[config.mk]
export PLATFORM = sky130hd
export DESIGN_NAME = diso_strap_dma
export DESIGN_NICKNAME = d
export VERILOG_FILES = /design/src/diso_pkg.sv /design/src/diso_sync3.sv /design/src/diso_strap_dma.sv
export VERILOG_INCLUDE_DIRS = /design/src
export SDC_FILE = /design/constraint.sdc
export NUM_CORES = 1
export LEC_CHECK = 0
export BUFFER_PORTS_ARGS = -buffer_cell sky130_fd_sc_hd__buf_2
export CAP_MARGIN = 10
export CORE_ASPECT_RATIO = 1.1
export CORE_UTILIZATION = 30
export DETAILED_ROUTE_END_ITERATION = 8
export PLACE_DENSITY_LB_ADDON = 0.12
export SLEW_MARGIN = 25
export SYNTH_ARGS = -nofsm -noshare
export SYNTH_HDL_FRONTEND = slang
export SYNTH_SLANG_ARGS = --single-unit
[constraint.sdc]
create_clock -name clk -period 3.4 [get_ports clk]
set_clock_uncertainty 0.05 [all_clocks]
set_input_delay 0.68 -clock clk [delete_from_list [all_inputs] [get_ports clk]]
set_output_delay 0.68 -clock clk [all_outputs]
set_load 0.02 [all_outputs]
[src/diso_consts.svh]
// Register offsets, field positions, reset values and timing counts
`ifndef DISO_CONSTS_SVH
`define DISO_CONSTS_SVH

`define DISO_REG_CTRL        3'h0
`define DISO_REG_WCNT        3'h1
`define DISO_REG_BAR         3'h2
`define DISO_REG_STAT        3'h3
`define DISO_REG_MASK        3'h4
`define DISO_REG_ERRINFO     3'h5

`define DISO_CTRL_GO         0
`define DISO_CTRL_MASTER     1
`define DISO_CTRL_CYCLE      2
`define DISO_STAT_DONE       0
`define DISO_STAT_NXM        1
`define DISO_STAT_BRELEASE   2

`define DISO_RST_WORD        16'h0000
`define DISO_RST_ADDR        18'h00000
`define DISO_RST_EVT         3'h0

`define DISO_CLK_PERIOD_NS   5
`define DISO_TMO_SHORT_US    12
`define DISO_TMO_MID_US      33
`define DISO_TMO_LONG_US     45
`define DISO_BRT_US          4
`define DISO_TMO_SHORT_CYC   ((`DISO_TMO_SHORT_US * 1000) / `DISO_CLK_PERIOD_NS)
`define DISO_TMO_MID_CYC     ((`DISO_TMO_MID_US * 1000) / `DISO_CLK_PERIOD_NS)
`define DISO_TMO_LONG_CYC    ((`DISO_TMO_LONG_US * 1000) / `DISO_CLK_PERIOD_NS)
`define DISO_BRT_CYC         ((`DISO_BRT_US * 1000) / `DISO_CLK_PERIOD_NS)

`endif

[src/diso_pkg.sv]
// Types shared by the strap-option DMA block
package diso_pkg;

	typedef enum logic [1:0] {
		DISO_BUSY_HIGH,
		DISO_BUSY_LOW,
		DISO_BUSY_LEGACY_TIMED
	} diso_busy_e;

	typedef enum logic [1:0] {
		DISO_TMO_SHORT,
		DISO_TMO_MID,
		DISO_TMO_LONG
	} diso_tmo_e;

	typedef enum logic [2:0] {
		DISO_IDLE,
		DISO_REQ,
		DISO_XFER,
		DISO_GAP,
		DISO_RELEASE
	} diso_state_e;

	typedef logic [15:0] diso_word_t;

endpackage

[src/diso_sync3.sv]
// Three-stage pin synchroniser, output moves when stages two and three agree
`timescale 1ns/1ps
module diso_sync3 #(
	parameter int WIDTH = 1
) (
	input  wire logic             clk,
	input  wire logic             sys_rst,
	input  wire logic [WIDTH-1:0] pinIn,
	output logic      [WIDTH-1:0] syncOut
);
	for (genvar i = 0; i < WIDTH; i++) begin : g_bit
		logic s1_r;
		logic s2_r;
		logic s3_r;
		logic q_r;
		// First stage feeds only the second
		always_ff @(posedge clk) begin
			if (sys_rst) begin
				s1_r <= 1'b0;
				s2_r <= 1'b0;
				s3_r <= 1'b0;
				q_r  <= 1'b0;
			end else begin
				s1_r <= pinIn[i];
				s2_r <= s1_r;
				s3_r <= s2_r;
				if (s2_r == s3_r) begin
					q_r <= s3_r;
				end
			end
		end
		assign syncOut[i] = q_r;
	end
endmodule

[src/diso_strap_dma.sv]
// DMA master engine with strap-selected busy, address, register and burst options
`timescale 1ns/1ps
`include "diso_consts.svh"

// What this block does
// Busy output: high, low or legacy timed
// Linked or looped pairs must choose low busy
// Host bus moves whole words only
// User device drives the byte select bit
// Suppress strap forces address bit zero
// Address register bit zero shows far ready; the code reads zero there while the suppress strap is set
// Legacy strap hides error info register
// Software should keep error register visible
// Burst sizes: one, two or unlimited words
// User picks burst; strap picks two or unlimited
// Slave time-out aborts cycle, flags nonexistent memory
// Three time-outs selectable, 12 and 33 included
// Burst release timer restarts each word
// Straps static inputs; limits are parameters
module diso_strap_dma
	import diso_pkg::*;
#(
	parameter int TMO_SHORT_CYC = `DISO_TMO_SHORT_CYC,
	parameter int TMO_MID_CYC   = `DISO_TMO_MID_CYC,
	parameter int TMO_LONG_CYC  = `DISO_TMO_LONG_CYC,
	parameter int BRT_CYC       = `DISO_BRT_CYC
) (
	input  wire logic               clk,
	input  wire logic               sys_rst,
	input  wire logic [2:0]         regAddr,
	input  wire diso_pkg::diso_word_t regWdata,
	input  wire logic               regWr,
	input  wire logic               regRd,
	output diso_pkg::diso_word_t    regRdata,
	input  wire diso_pkg::diso_busy_e strapBusyMode,
	input  wire logic               strapByteSuppress,
	input  wire logic               strapErrInfoHide,
	input  wire logic               strapBurstUnlimited,
	input  wire diso_pkg::diso_tmo_e strapTimeoutSel,
	input  wire logic               userWordReady,
	input  wire logic               userBurstReq,
	input  wire logic               byteSelectInput,
	input  wire logic               farReady,
	output logic                    userWordTaken,
	output logic                    busyOut,
	output logic                    busRequest,
	input  wire logic               busGrant,
	output logic                    busMaster,
	output logic                    busCycle,
	output logic [17:0]             busAddr,
	input  wire logic               slaveAck,
	output logic                    irq
);
	import diso_pkg::*;

	// All strap, user and bus pins through the three-stage synchroniser
	localparam int NSYNC = 13;
	logic [NSYNC-1:0] pinVec;
	logic [NSYNC-1:0] pinSync;
	assign pinVec = {strapBusyMode, strapByteSuppress, strapErrInfoHide,
		strapBurstUnlimited, strapTimeoutSel, userWordReady, userBurstReq,
		byteSelectInput, farReady, busGrant, slaveAck};

	diso_sync3 #(.WIDTH(NSYNC)) diso_sync3_inst (
		.clk     (clk),
		.sys_rst (sys_rst),
		.pinIn   (pinVec),
		.syncOut (pinSync)
	);

	diso_busy_e busyModeS;
	diso_tmo_e  tmoSelS;
	logic       suppS;
	logic       hideS;
	logic       burstNS;
	logic       readyS;
	logic       burstReqS;
	logic       byteSelS;
	logic       farReadyS;
	logic       grantS;
	logic       ackS;
	assign busyModeS = diso_busy_e'(pinSync[12:11]);
	assign suppS     = pinSync[10];
	assign hideS     = pinSync[9];
	assign burstNS   = pinSync[8];
	assign tmoSelS   = diso_tmo_e'(pinSync[7:6]);
	assign readyS    = pinSync[5];
	assign burstReqS = pinSync[4];
	assign byteSelS  = pinSync[3];
	assign farReadyS = pinSync[2];
	assign grantS    = pinSync[1];
	assign ackS      = pinSync[0];

	diso_state_e state_r;
	diso_state_e state_nxt;
	logic        go_r;
	logic [15:0] wcnt_r;
	logic [17:0] bar_r;
	logic [2:0]  stat_r;
	logic [2:0]  mask_r;
	logic [15:0] errInfo_r;
	logic [15:0] tmr_r;
	logic        firstDone_r;
	logic        wordPend_r;

	// Slave time-out limit by strap; unused code falls to the longest
	logic [15:0] tmoLimit;
	always_comb begin
		unique case (tmoSelS)
			DISO_TMO_SHORT: tmoLimit = 16'(TMO_SHORT_CYC);
			DISO_TMO_MID:   tmoLimit = 16'(TMO_MID_CYC);
			default:        tmoLimit = 16'(TMO_LONG_CYC);
		endcase
	end

	// Register decode
	wire wrCtrl  = regWr && regAddr == `DISO_REG_CTRL;
	wire wrWcnt  = regWr && regAddr == `DISO_REG_WCNT;
	wire wrBar   = regWr && regAddr == `DISO_REG_BAR;
	wire wrStat  = regWr && regAddr == `DISO_REG_STAT;
	wire wrMask  = regWr && regAddr == `DISO_REG_MASK;

	// Transfer events
	wire startOk    = readyS && !wordPend_r && !ackS;
	wire wordDone   = state_r == DISO_XFER && ackS;
	wire slaveTmo   = state_r == DISO_XFER && !ackS && tmr_r >= tmoLimit;
	wire brtExpire  = state_r == DISO_GAP && !startOk &&
		tmr_r >= 16'(BRT_CYC);
	wire lastWord   = wcnt_r == 16'h0001;
	// One word without burst request, two in two-cycle mode
	wire burstLimit = !burstReqS || (!burstNS && firstDone_r);
	wire doneEvt    = wordDone && lastWord;
	wire [2:0] evtSet = {brtExpire, slaveTmo, doneEvt};

	always_comb begin
		state_nxt = state_r;
		unique case (state_r)
			DISO_IDLE: begin
				if (go_r && startOk) begin
					state_nxt = DISO_REQ;
				end
			end
			DISO_REQ: begin
				if (grantS) begin
					state_nxt = DISO_XFER;
				end
			end
			DISO_XFER: begin
				if (wordDone) begin
					if (lastWord || burstLimit) begin
						state_nxt = DISO_RELEASE;
					end else begin
						state_nxt = DISO_GAP;
					end
				end else if (slaveTmo) begin
					state_nxt = DISO_RELEASE;
				end
			end
			DISO_GAP: begin
				if (startOk) begin
					state_nxt = DISO_XFER;
				end else if (brtExpire) begin
					state_nxt = DISO_RELEASE;
				end
			end
			DISO_RELEASE: state_nxt = DISO_IDLE;
		endcase
	end

	always_ff @(posedge clk) begin
		if (sys_rst) begin
			state_r <= DISO_IDLE;
		end else begin
			state_r <= state_nxt;
		end
	end

	// Timer restarts on every new cycle or word
	always_ff @(posedge clk) begin
		if (sys_rst || state_r != state_nxt) begin
			tmr_r <= 16'h0000;
		end else if (tmr_r != 16'hFFFF) begin
			tmr_r <= tmr_r + 16'h0001;
		end
	end

	always_ff @(posedge clk) begin
		if (sys_rst || state_r == DISO_RELEASE) begin
			firstDone_r <= 1'b0;
		end else if (wordDone) begin
			firstDone_r <= 1'b1;
		end
	end

	// Stale ready must drop before the next word is accepted
	always_ff @(posedge clk) begin
		if (sys_rst) begin
			wordPend_r <= 1'b0;
		end else if (wordDone) begin
			wordPend_r <= 1'b1;
		end else if (!readyS) begin
			wordPend_r <= 1'b0;
		end
	end

	always_ff @(posedge clk) begin
		if (sys_rst) begin
			go_r <= 1'b0;
		end else if (doneEvt || slaveTmo) begin
			go_r <= 1'b0;
		end else if (wrCtrl) begin
			go_r <= regWdata[`DISO_CTRL_GO];
		end
	end

	always_ff @(posedge clk) begin
		if (sys_rst) begin
			wcnt_r <= `DISO_RST_WORD;
		end else if (wrWcnt) begin
			wcnt_r <= regWdata;
		end else if (wordDone) begin
			wcnt_r <= wcnt_r - 16'h0001;
		end
	end

	// Word addressing: the engine itself never steps by bytes
	always_ff @(posedge clk) begin
		if (sys_rst) begin
			bar_r <= `DISO_RST_ADDR;
		end else if (wrBar) begin
			bar_r <= {2'b00, regWdata[15:1], 1'b0};
		end else if (wordDone) begin
			bar_r <= bar_r + 18'h00002;
		end
	end

	// Latched failing address, low 16 bits
	always_ff @(posedge clk) begin
		if (sys_rst) begin
			errInfo_r <= `DISO_RST_WORD;
		end else if (slaveTmo) begin
			errInfo_r <= bar_r[15:0];
		end
	end

	// Sticky events; a new event wins over a write-one clear
	always_ff @(posedge clk) begin
		if (sys_rst) begin
			stat_r <= `DISO_RST_EVT;
		end else begin
			stat_r <= (stat_r & ~({3{wrStat}} & regWdata[2:0])) | evtSet;
		end
	end

	always_ff @(posedge clk) begin
		if (sys_rst) begin
			mask_r <= `DISO_RST_EVT;
		end else if (wrMask) begin
			mask_r <= regWdata[2:0];
		end
	end

	// Byte select comes from the user unless suppressed
	wire addrBit0 = suppS ? 1'b0 : byteSelS;
	// Linked pair: far end readiness appears in bit zero unless suppressed
	wire barBit0  = suppS ? 1'b0 : farReadyS;

	// Busy polarity and timing by strap; pairs rely on the low setting
	logic busyNxt;
	always_comb begin
		unique case (busyModeS)
			DISO_BUSY_HIGH:         busyNxt = go_r;
			DISO_BUSY_LOW:          busyNxt = !go_r;
			DISO_BUSY_LEGACY_TIMED: busyNxt = state_r != DISO_XFER;
			default:                busyNxt = go_r;
		endcase
	end

	// Read mux; the hidden register reads as unmapped
	logic [15:0] rdMux;
	always_comb begin
		rdMux = 16'h0000;
		unique case (regAddr)
			`DISO_REG_CTRL: rdMux = {13'h0000, state_r == DISO_XFER,
				state_r != DISO_IDLE, go_r};
			`DISO_REG_WCNT: rdMux = wcnt_r;
			`DISO_REG_BAR:  rdMux = {bar_r[15:1], barBit0};
			`DISO_REG_STAT: rdMux = {13'h0000, stat_r};
			`DISO_REG_MASK: rdMux = {13'h0000, mask_r};
			`DISO_REG_ERRINFO: rdMux = hideS ? 16'h0000 : errInfo_r;
			default:        rdMux = 16'h0000;
		endcase
	end

	always_ff @(posedge clk) begin
		if (sys_rst) begin
			regRdata      <= `DISO_RST_WORD;
			busyOut       <= 1'b0;
			busRequest    <= 1'b0;
			busMaster     <= 1'b0;
			busCycle      <= 1'b0;
			busAddr       <= `DISO_RST_ADDR;
			userWordTaken <= 1'b0;
			irq           <= 1'b0;
		end else begin
			regRdata      <= regRd ? rdMux : 16'h0000;
			busyOut       <= busyNxt;
			busRequest    <= state_nxt == DISO_REQ;
			busMaster     <= state_nxt == DISO_XFER || state_nxt == DISO_GAP;
			busCycle      <= state_nxt == DISO_XFER;
			busAddr       <= {bar_r[17:1], addrBit0};
			userWordTaken <= wordDone;
			irq           <= |(stat_r & mask_r);
		end
	end
endmodule

==> impl_metrics.yaml, run 1 <==
status:
  outcome: "complete, no violations"
power_and_ir_drop:
  clockPowerShare_pct: 46.2
  p_seq_share_pct: 49.3
  leakage_uw: 0.003180
  peakVddDrop_v: 0.0003385
  intPower_uw: 3131
  power.density_nw_per_um2: 499.5
  switching_power_uw: 1013
  power.share.combinational_pct: 4.5
  power_switching_share_pct: 24.45
cts:
  ctsResizeCount: 0
  clock_path_buffers: 2
  clkLatencyLatePin_ns: 0.42
  cts_buffers: 17
  cts.clk_slew.worst_paths_ns: 0.07
  cts_tree: "built"
  cts_hold_buf: 0
  h-tree-depth: 4
  cts-root-buf: "clkbuf_16"
  post-cts-setup-buffers: 0
  cts.sinks: 168
sta:
  tightest_slew_ns: 0.7583
  hold_viol_final: 0
  finalMaxSlewViolations: 0
  period_needed_ns: 2.681
  final.period_utilization_pct: 78.86
  fin_setup_tns_ns: 0
  grt_setup_unrepaired: "false"
  setup_viol: 0
  relSlewSlack_pct: 48.98
  timing.fmax_mhz: 372.9
detailed_routing:
  met2WireLength_um: 7713
  m1WireLength_um: 9013
  postRouteAntennaNets: 0
  vias_per_cell: 4.776
  drt_iter0_markers: 333
  routedWlPerCell_um: 15.35
  drt_wl_total_um: 17610
  dr.pass1.iters: 4
  dr_wl_met3_um: 652
  drc: 0
  top_layer_used: "met5"
  via_count: 5478
yosys:
  synth_edf_count: 0
  synthCells: 772
  ys_seq_area_share_pct: 47.71
  synth-seq-cells: 168
  async_flop_share_pct: 0
  synth_top_area_share_pct: 47.71
  syn_nets: 823
  yosysUniqueCellTypes: 63
  syn_area_um2: 7049
  synth_ff_type: "dfxtp_1"
  synth_top_area_cell: "dfxtp_1"
  yosysWarnings: 0
  yosys-top-cells-area: "dfxtp_1, nor2b_1, nor2_1"
  synth.avg_cell_area_um2: 9.131
placed_design:
  dp.cells: 1115
  hpwlAfterDp_um: 12170
  port_buffers: 75
  gp_congestion: 0.7799
min_path:
  holdPathEnd: "diso_sync3_inst.g_bit[0].s2_r"
  whs_path_depth: 1
  hp-start: "diso_sync3_inst.g_bit[0].s1_r"
  hold_class: "reg2reg"
floorplanning:
  dieArea_um2: 24120
  rows: 58
  core_area_um2: 22930
  die_w_um: 148.2
  ios: 76
  initial_utilization_pct: 30.74
  die_h_um: 162.8
cells_and_area:
  nets: 885
  instances_no_fill: 1147
  final_core_util_pct: 36.17
  drive_above_1_share_pct: 17.00
  synthToLayoutAreaGrowth_pct: 17.68
  diodes: 0
worst_setup_path:
  end_kind: "flop"
  crit_type: "reg2reg"
  worstPathArrival_ns: 2.94
  path_max_fanout: 16
  r2r-end: "tmr_r[5]"
  r2r-start: "diso_sync3_inst.g_bit[7].q_r"
  critPathLaunchType: "flop"
  reg2regPathDepth: 11
  worstPathRequired_ns: 3.66
  regToRegSetupSlack_ns: 0.72
flow_run:
  cap_viol_max_count: 0
grt:
  antenna_found_initial: 2
  grt_pass1_vias: 5334
  gr-total-overflow: 0
  grt_usage_pct: 15.38
  grt_pass1_wl_um: 28880
  grt_max_degree: 68
## kinds of logic after synthesis
kind of cell	count (synthesis)	synth area share [%]
muxes	22	3.124
AOI/OAI and AO/OA	140	13.40
buffers and inverters	61	3.621
xor gates and xnor gates	35	4.349
DFF	168	47.71
adders and majority gates	15	2.662
and+or+nand+nor	331	25.13
## synthesized netlist by cell type (2+ instances only)
library cell and instances:
a221oi_1 2, a311oi_1 8, nor3b_1 6, xnor2_1 21, a22oi_1 14, a21oi_1 41, buf_4 3, buf_2 6
nand3_1 16, nand3b_1 3, buf_1 5, nor4b_1 4, nor4_1 8, a31oi_1 4, o21ai_0 27, o211ai_1 2
a211o_1 2, nor2b_1 63, inv_1 17, nor3_1 21, nor4_4 2, mux2i_1 22, or2_2 2, ha_1 15
and3_1 5, o21a_1 2, nand4_1 10, nand2_1 52, nand2b_1 3, nor4_2 2, or3_1 8, a211oi_1 23
dfxtp_1 168, xor2_1 14, nor2_1 105, clkbuf_1 29, nor3_2 10, o22ai_1 2
## critical path: stages (launching register included)
cell and delay, ns:
dfxtp_1 0.41, inv_1 0.11, nand2_1 0.13, inv_1 0.05, ha_1 0.29, nand4_1 0.10, or4b_1 0.52, o211ai_1 0.14
a21oi_2 0.12, a41oi_4 0.22, buf_4 0.30, nor3_1 0.10
## cell usage in the layout (no fill, tap or decap), types with 15 or more instances in the layout
cell | synthesis | routed
a211oi_1 | 23 | 23
a21oi_1 | 41 | 40
buf_2 | 6 | 74
clkbuf_16 | 0 | 17
dfxtp_1 | 168 | 168
ha_1 | 15 | 15
inv_1 | 17 | 17
mux2i_1 | 22 | 22
nand2_1 | 52 | 52
nand3_1 | 16 | 16
nor2_1 | 105 | 105
nor2b_1 | 63 | 63
nor3_1 | 21 | 21
o21ai_0 | 27 | 27
xnor2_1 | 21 | 21
## state kept, by name, summed over array words and instances, names as in the netlist, 15 cells and up
name and flops:
tmr_r 16, busAddr 18, errInfo_r 15, regRdata 16, bar_r 17, wcnt_r 16
## routing by layer
metal  track usage (%)  vias up
met5                 0        -
met4             5.342        4
met2             23.13       72
li1                  -     2822
met1             21.57     2563
met3             3.249       17
## stage by stage
step           hold WS (ns)  setup WS (ns)  total power [uW]  instance area [um2]
6_report             0.3865         0.7187              4144                 8295
5_1_grt              0.3940         0.5109              4311                 8295
4_1_cts              0.3784         0.6942              4215                 8295
3_5_place_dp         0.3704         0.7135              2279                 7717
3_3_place_gp         0.3665         0.8188              2278                 7717
2_1_floorplan        0.3638         0.9407              2201                 7049
## power groups by stage
stage | combinational [uW] | clock (uW) | sequential (uW)
finish | 187 | 1910 | 2040
global placement | 189 | 0 | 2090
detailed placement | 190 | 0 | 2090
floorplan | 120 | 0 | 2080
CTS | 191 | 1980 | 2040
global route | 209 | 2050 | 2050
## worst max-delay path by stage
stage | slack, ns | to | start | depth (start not counted)
2_1_floorplan | 0.94 | tmr_r[0] | diso_sync3_inst.g_bit[7].q_r | 11
3_3_place_gp | 0.82 | tmr_r[5] | diso_sync3_inst.g_bit[7].q_r | 11
3_5_place_dp | 0.71 | tmr_r[3] | diso_sync3_inst.g_bit[7].q_r | 11
4_1_cts | 0.69 | tmr_r[3] | diso_sync3_inst.g_bit[7].q_r | 11
5_1_grt | 0.51 | tmr_r[4] | diso_sync3_inst.g_bit[7].q_r | 11
6_report | 0.72 | tmr_r[5] | diso_sync3_inst.g_bit[7].q_r | 11
## cell type report
| class | count | area [um2] |
|---|---|---|
| fill | 2451 | 14640 |
| sequential | 168 | 3363 |
| inverter | 17 | 63.81 |
| multi-input combinational | 543 | 3435 |
| timing repair buffer | 87 | 480.5 |
| clock buffer | 19 | 442.9 |
| tap | 300 | 375.4 |
| clock inverter | 13 | 135.1 |
Note: power is estimated with default switching activity, not from simulation.
==> run 2, diff against run 1 <==
--- a/config.mk
+++ b/config.mk
@@ -6,6 +6,7 @@
 export SDC_FILE = /design/constraint.sdc
 export NUM_CORES = 1
 export LEC_CHECK = 0
+export ABC_AREA = 1
 export BUFFER_PORTS_ARGS = -buffer_cell sky130_fd_sc_hd__buf_2
 export CAP_MARGIN = 10
 export CORE_ASPECT_RATIO = 1.1
==> constraint.sdc (replaced) <==
create_clock -name clk -period 2.6 [get_ports clk]
set_clock_uncertainty 0.05 [all_clocks]
set_input_delay 0.52 -clock clk [delete_from_list [all_inputs] [get_ports clk]]
set_output_delay 0.52 -clock clk [all_outputs]
set_load 0.02 [all_outputs]
==> run 2 against run 1 <==
Against the previous run: first-iteration DRC count is 14% higher; core utilization increased by 0.068 points; worst hold slack got worse by 0.15 ns; critical endpoint is now tmr_r[3]; highest routed layer is now met4.
==> impl_metrics.yaml, run 2 <==
yosys:
  synth_top_family_by_area: "simple AND/OR/NAND/NOR gates"
  ys_seq_area_share_pct: 46.28
  synthMuxAreaShare_pct: 0
  synth_ff_type: "dfxtp_1"
  synth-seq-cells: 168
  async_flop_share_pct: 0
  synthCells: 948
  synth_compound_area_share_pct: 13.62
  synth.avg_cell_area_um2: 7.666
  yosysWarnings: 0
  synth_top_area_share_pct: 46.28
  synthAdderAreaFrac_pct: 2.583
  synth_xor_area_share_pct: 3.013
  synthTopCellsByCount: "dfxtp_1, nand2_1, inv_1"
  synth_edf_count: 0
  yosysUniqueCellTypes: 47
  syn_nets: 999
  synth_top_area_cell: "dfxtp_1"
  yosysMostFrequentCell: "dfxtp_1"
  yosys-top-cells-area: "dfxtp_1, nand2_1, inv_1"
  synthSimpleGateAreaFrac_pct: 25.12
  syn_area_um2: 7267
floorplanning:
  die_w_um: 150.4
  dieArea_um2: 24850
  die_h_um: 165.2
  core_area_um2: 23700
  rows: 59
  ios: 76
  initial_utilization_pct: 30.67
worst_setup_path:
  worstPathRequired_ns: 2.91
  worstPathArrival_ns: 2.65
  critPathBufInv: 1
  cp_common_cell: "nand2_1"
  crit_family: "simple AND/OR/NAND/NOR gates"
  critPathMaxStageDelay_ns: 0.41
  crit_type: "reg2reg"
  path_max_fanout: 16
  path_cells: "inv_1 > ha_1 > a21oi_1 > nand2_1 > a21oi_1 > nand3_1 > nand2_1 > nand2_1 > nand3_1 > nand3_4 > nor2_1"
  end_kind: "flop"
  cp_slowest_cell: "dfxtp_1"
  critPathLaunchType: "flop"
cells_and_area:
  instances_no_fill: 1343
  fillCellCount: 2480
  top_regs: "busAddr (18), bar_r (17)"
  regMostFlops: "busAddr"
  largest_reg_flops: 18
  drive_above_1_share_pct: 15.53
  nets: 1077
  synthToLayoutAreaGrowth_pct: 18.18
  final_common_cell: "dfxtp_1"
  layout_common_cells: "dfxtp_1, nand2_1, inv_1, nor2_1, buf_2"
placed_design:
  hpwlAfterDp_um: 14390
  gp_congestion: 0.8010
  port_buffers: 75
  dp.cells: 1312
  place_ws_ns: 0.2280
detailed_routing:
  dr.pass1.iters: 5
  drt_iter0_markers: 381
  drc: 0
  routedWlPerCell_um: 14.61
  postRouteAntennaNets: 0
  via_count: 6164
  vias_per_cell: 4.590
  drt_wl_total_um: 19620
cts:
  post-cts-setup-buffers: 0
  clock_path_buffers: 2
  cts_buffers: 17
  clkLatencyLatePin_ns: 0.43
  cts_tree: "built"
  cts.clk_slew.worst_paths_ns: 0.07
  cts-root-buf: "clkbuf_16"
  cts_hold_buf: 0
  cts.sinks: 168
  h-tree-depth: 4
  ctsResizeCount: 0
sta:
  finalMaxSlewViolations: 0
  hold_viol_final: 0
  timing.fmax_mhz: 427.4
  relSlewSlack_pct: 65.03
  tightest_slew_ns: 0.5203
  grt_setup_unrepaired: "false"
  final.period_utilization_pct: 89.99
  fin_setup_tns_ns: 0
  fin_ws_ns: 0.2603
  setup_viol: 0
  period_needed_ns: 2.340
grt:
  gr-total-overflow: 0
  grt_pass1_wl_um: 31490
  antenna_found_initial: 1
  grt_usage_pct: 16.59
  grt_pass1_vias: 5797
  grt_max_degree: 60
power_and_ir_drop:
  power.density_nw_per_um2: 723.0
  peakVddDrop_v: 0.0003534
  leakage_uw: 0.003689
status:
  outcome: "complete, no violations"
min_path:
  hold_class: "in2reg"
flow_run:
  cap_viol_max_count: 0
==> run 2: cell types whose count changed after synthesis, sizes merged, moves of 13 or more <==
cell / before / now
a211oi: 24 / 11
a21oi: 42 / 66
a31oi: 4 / 18
inv: 17 / 141
mux2i: 22 / 0
nand2: 52 / 168
nand3: 16 / 40
nor2: 105 / 154
nor2b: 63 / 0
nor3: 31 / 12
o21ai: 27 / 43
xnor2: 21 / 2
==> run 2: layout make-up <==
class / count / area, um2 / share of cell area [%]
sequential: 168 / 3363 / 39.16
multi-input combinational: 607 / 3222 / 37.51
inverter: 145 / 546.8 / 6.367
timing repair buffer: 87 / 480.5 / 5.594
clock buffer: 19 / 452.9 / 5.274
tap: 305 / 381.6 / 4.443
clock inverter: 11 / 138.9 / 1.617
antenna: 1 / 2.502 / 0.02914
==> run 2: power by group <==
| part | switching, uW | internal [uW] |
|---|---|---|
| Sequential | 76.5 | 2660 |
| Combinational | 619 | 260 |
| Clock | 1120 | 1480 |
==> run 2: cells by family (layout without fill, tap and decap cells) <==
group                      Yosys count  after routing
DFF                                168            168
buffers and inverters              173            262
other                                0              1
xor gates and xnor gates            25             25
adders and majority gates           15             15
AOI/OAI and AO/OA                  168            168
and+or+nand+nor                    399            399
==> run 2: worst reg2reg max path: cells and delay by family, from the launching register on <==
kind,cells,cell delay (ns)
buffers and inverters,1,0.13
DFF,1,0.41
AOI/OAI and AO/OA,2,0.28
and+or+nand+nor,7,1.07
adders and majority gates,1,0.32
==> run 2: metal layers <==
metal	share of wire, %	track usage, %	vias to the layer above	wire [um]
li1	-	-	3214	-
met1	50	23.57	2794	9902
met2	43	24.95	134	8449
met3	4.8	2.995	22	951
met4	1.6	5.785	0	318
met5	0	0	-	0
==> run 2: stage by stage <==
| step | util [%] | instance area (um2) | hold WS (ns) | power, uW |
|---|---|---|---|---|
| floorplan | - | 7267 | 0.3383 | 3509 |
| global placement | 33.73 | 7994 | 0.3386 | 3683 |
| detailed placement | 33.73 | 7994 | 0.3444 | 3681 |
| CTS | 36.23 | 8586 | 0.2220 | 6296 |
| global route | 36.23 | 8586 | 0.2441 | 6504 |
| finish | 36.24 | 8588 | 0.2335 | 6210 |
==> run 2: path summary, 6_finish.rpt <==
kind / startpoint / end / slack [ns] / cells past startpoint
hold reg to reg: diso_sync3_inst.g_bit[12].s1_r / diso_sync3_inst.g_bit[12].s2_r / 0.35 / 2
hold / removal: strapBusyMode[0] / diso_sync3_inst.g_bit[11].s1_r / 0.23 / 3
setup / recovery: diso_sync3_inst.g_bit[7].q_r / tmr_r[3] / 0.26 / 11
setup reg to reg: diso_sync3_inst.g_bit[7].q_r / tmr_r[3] / 0.26 / 11
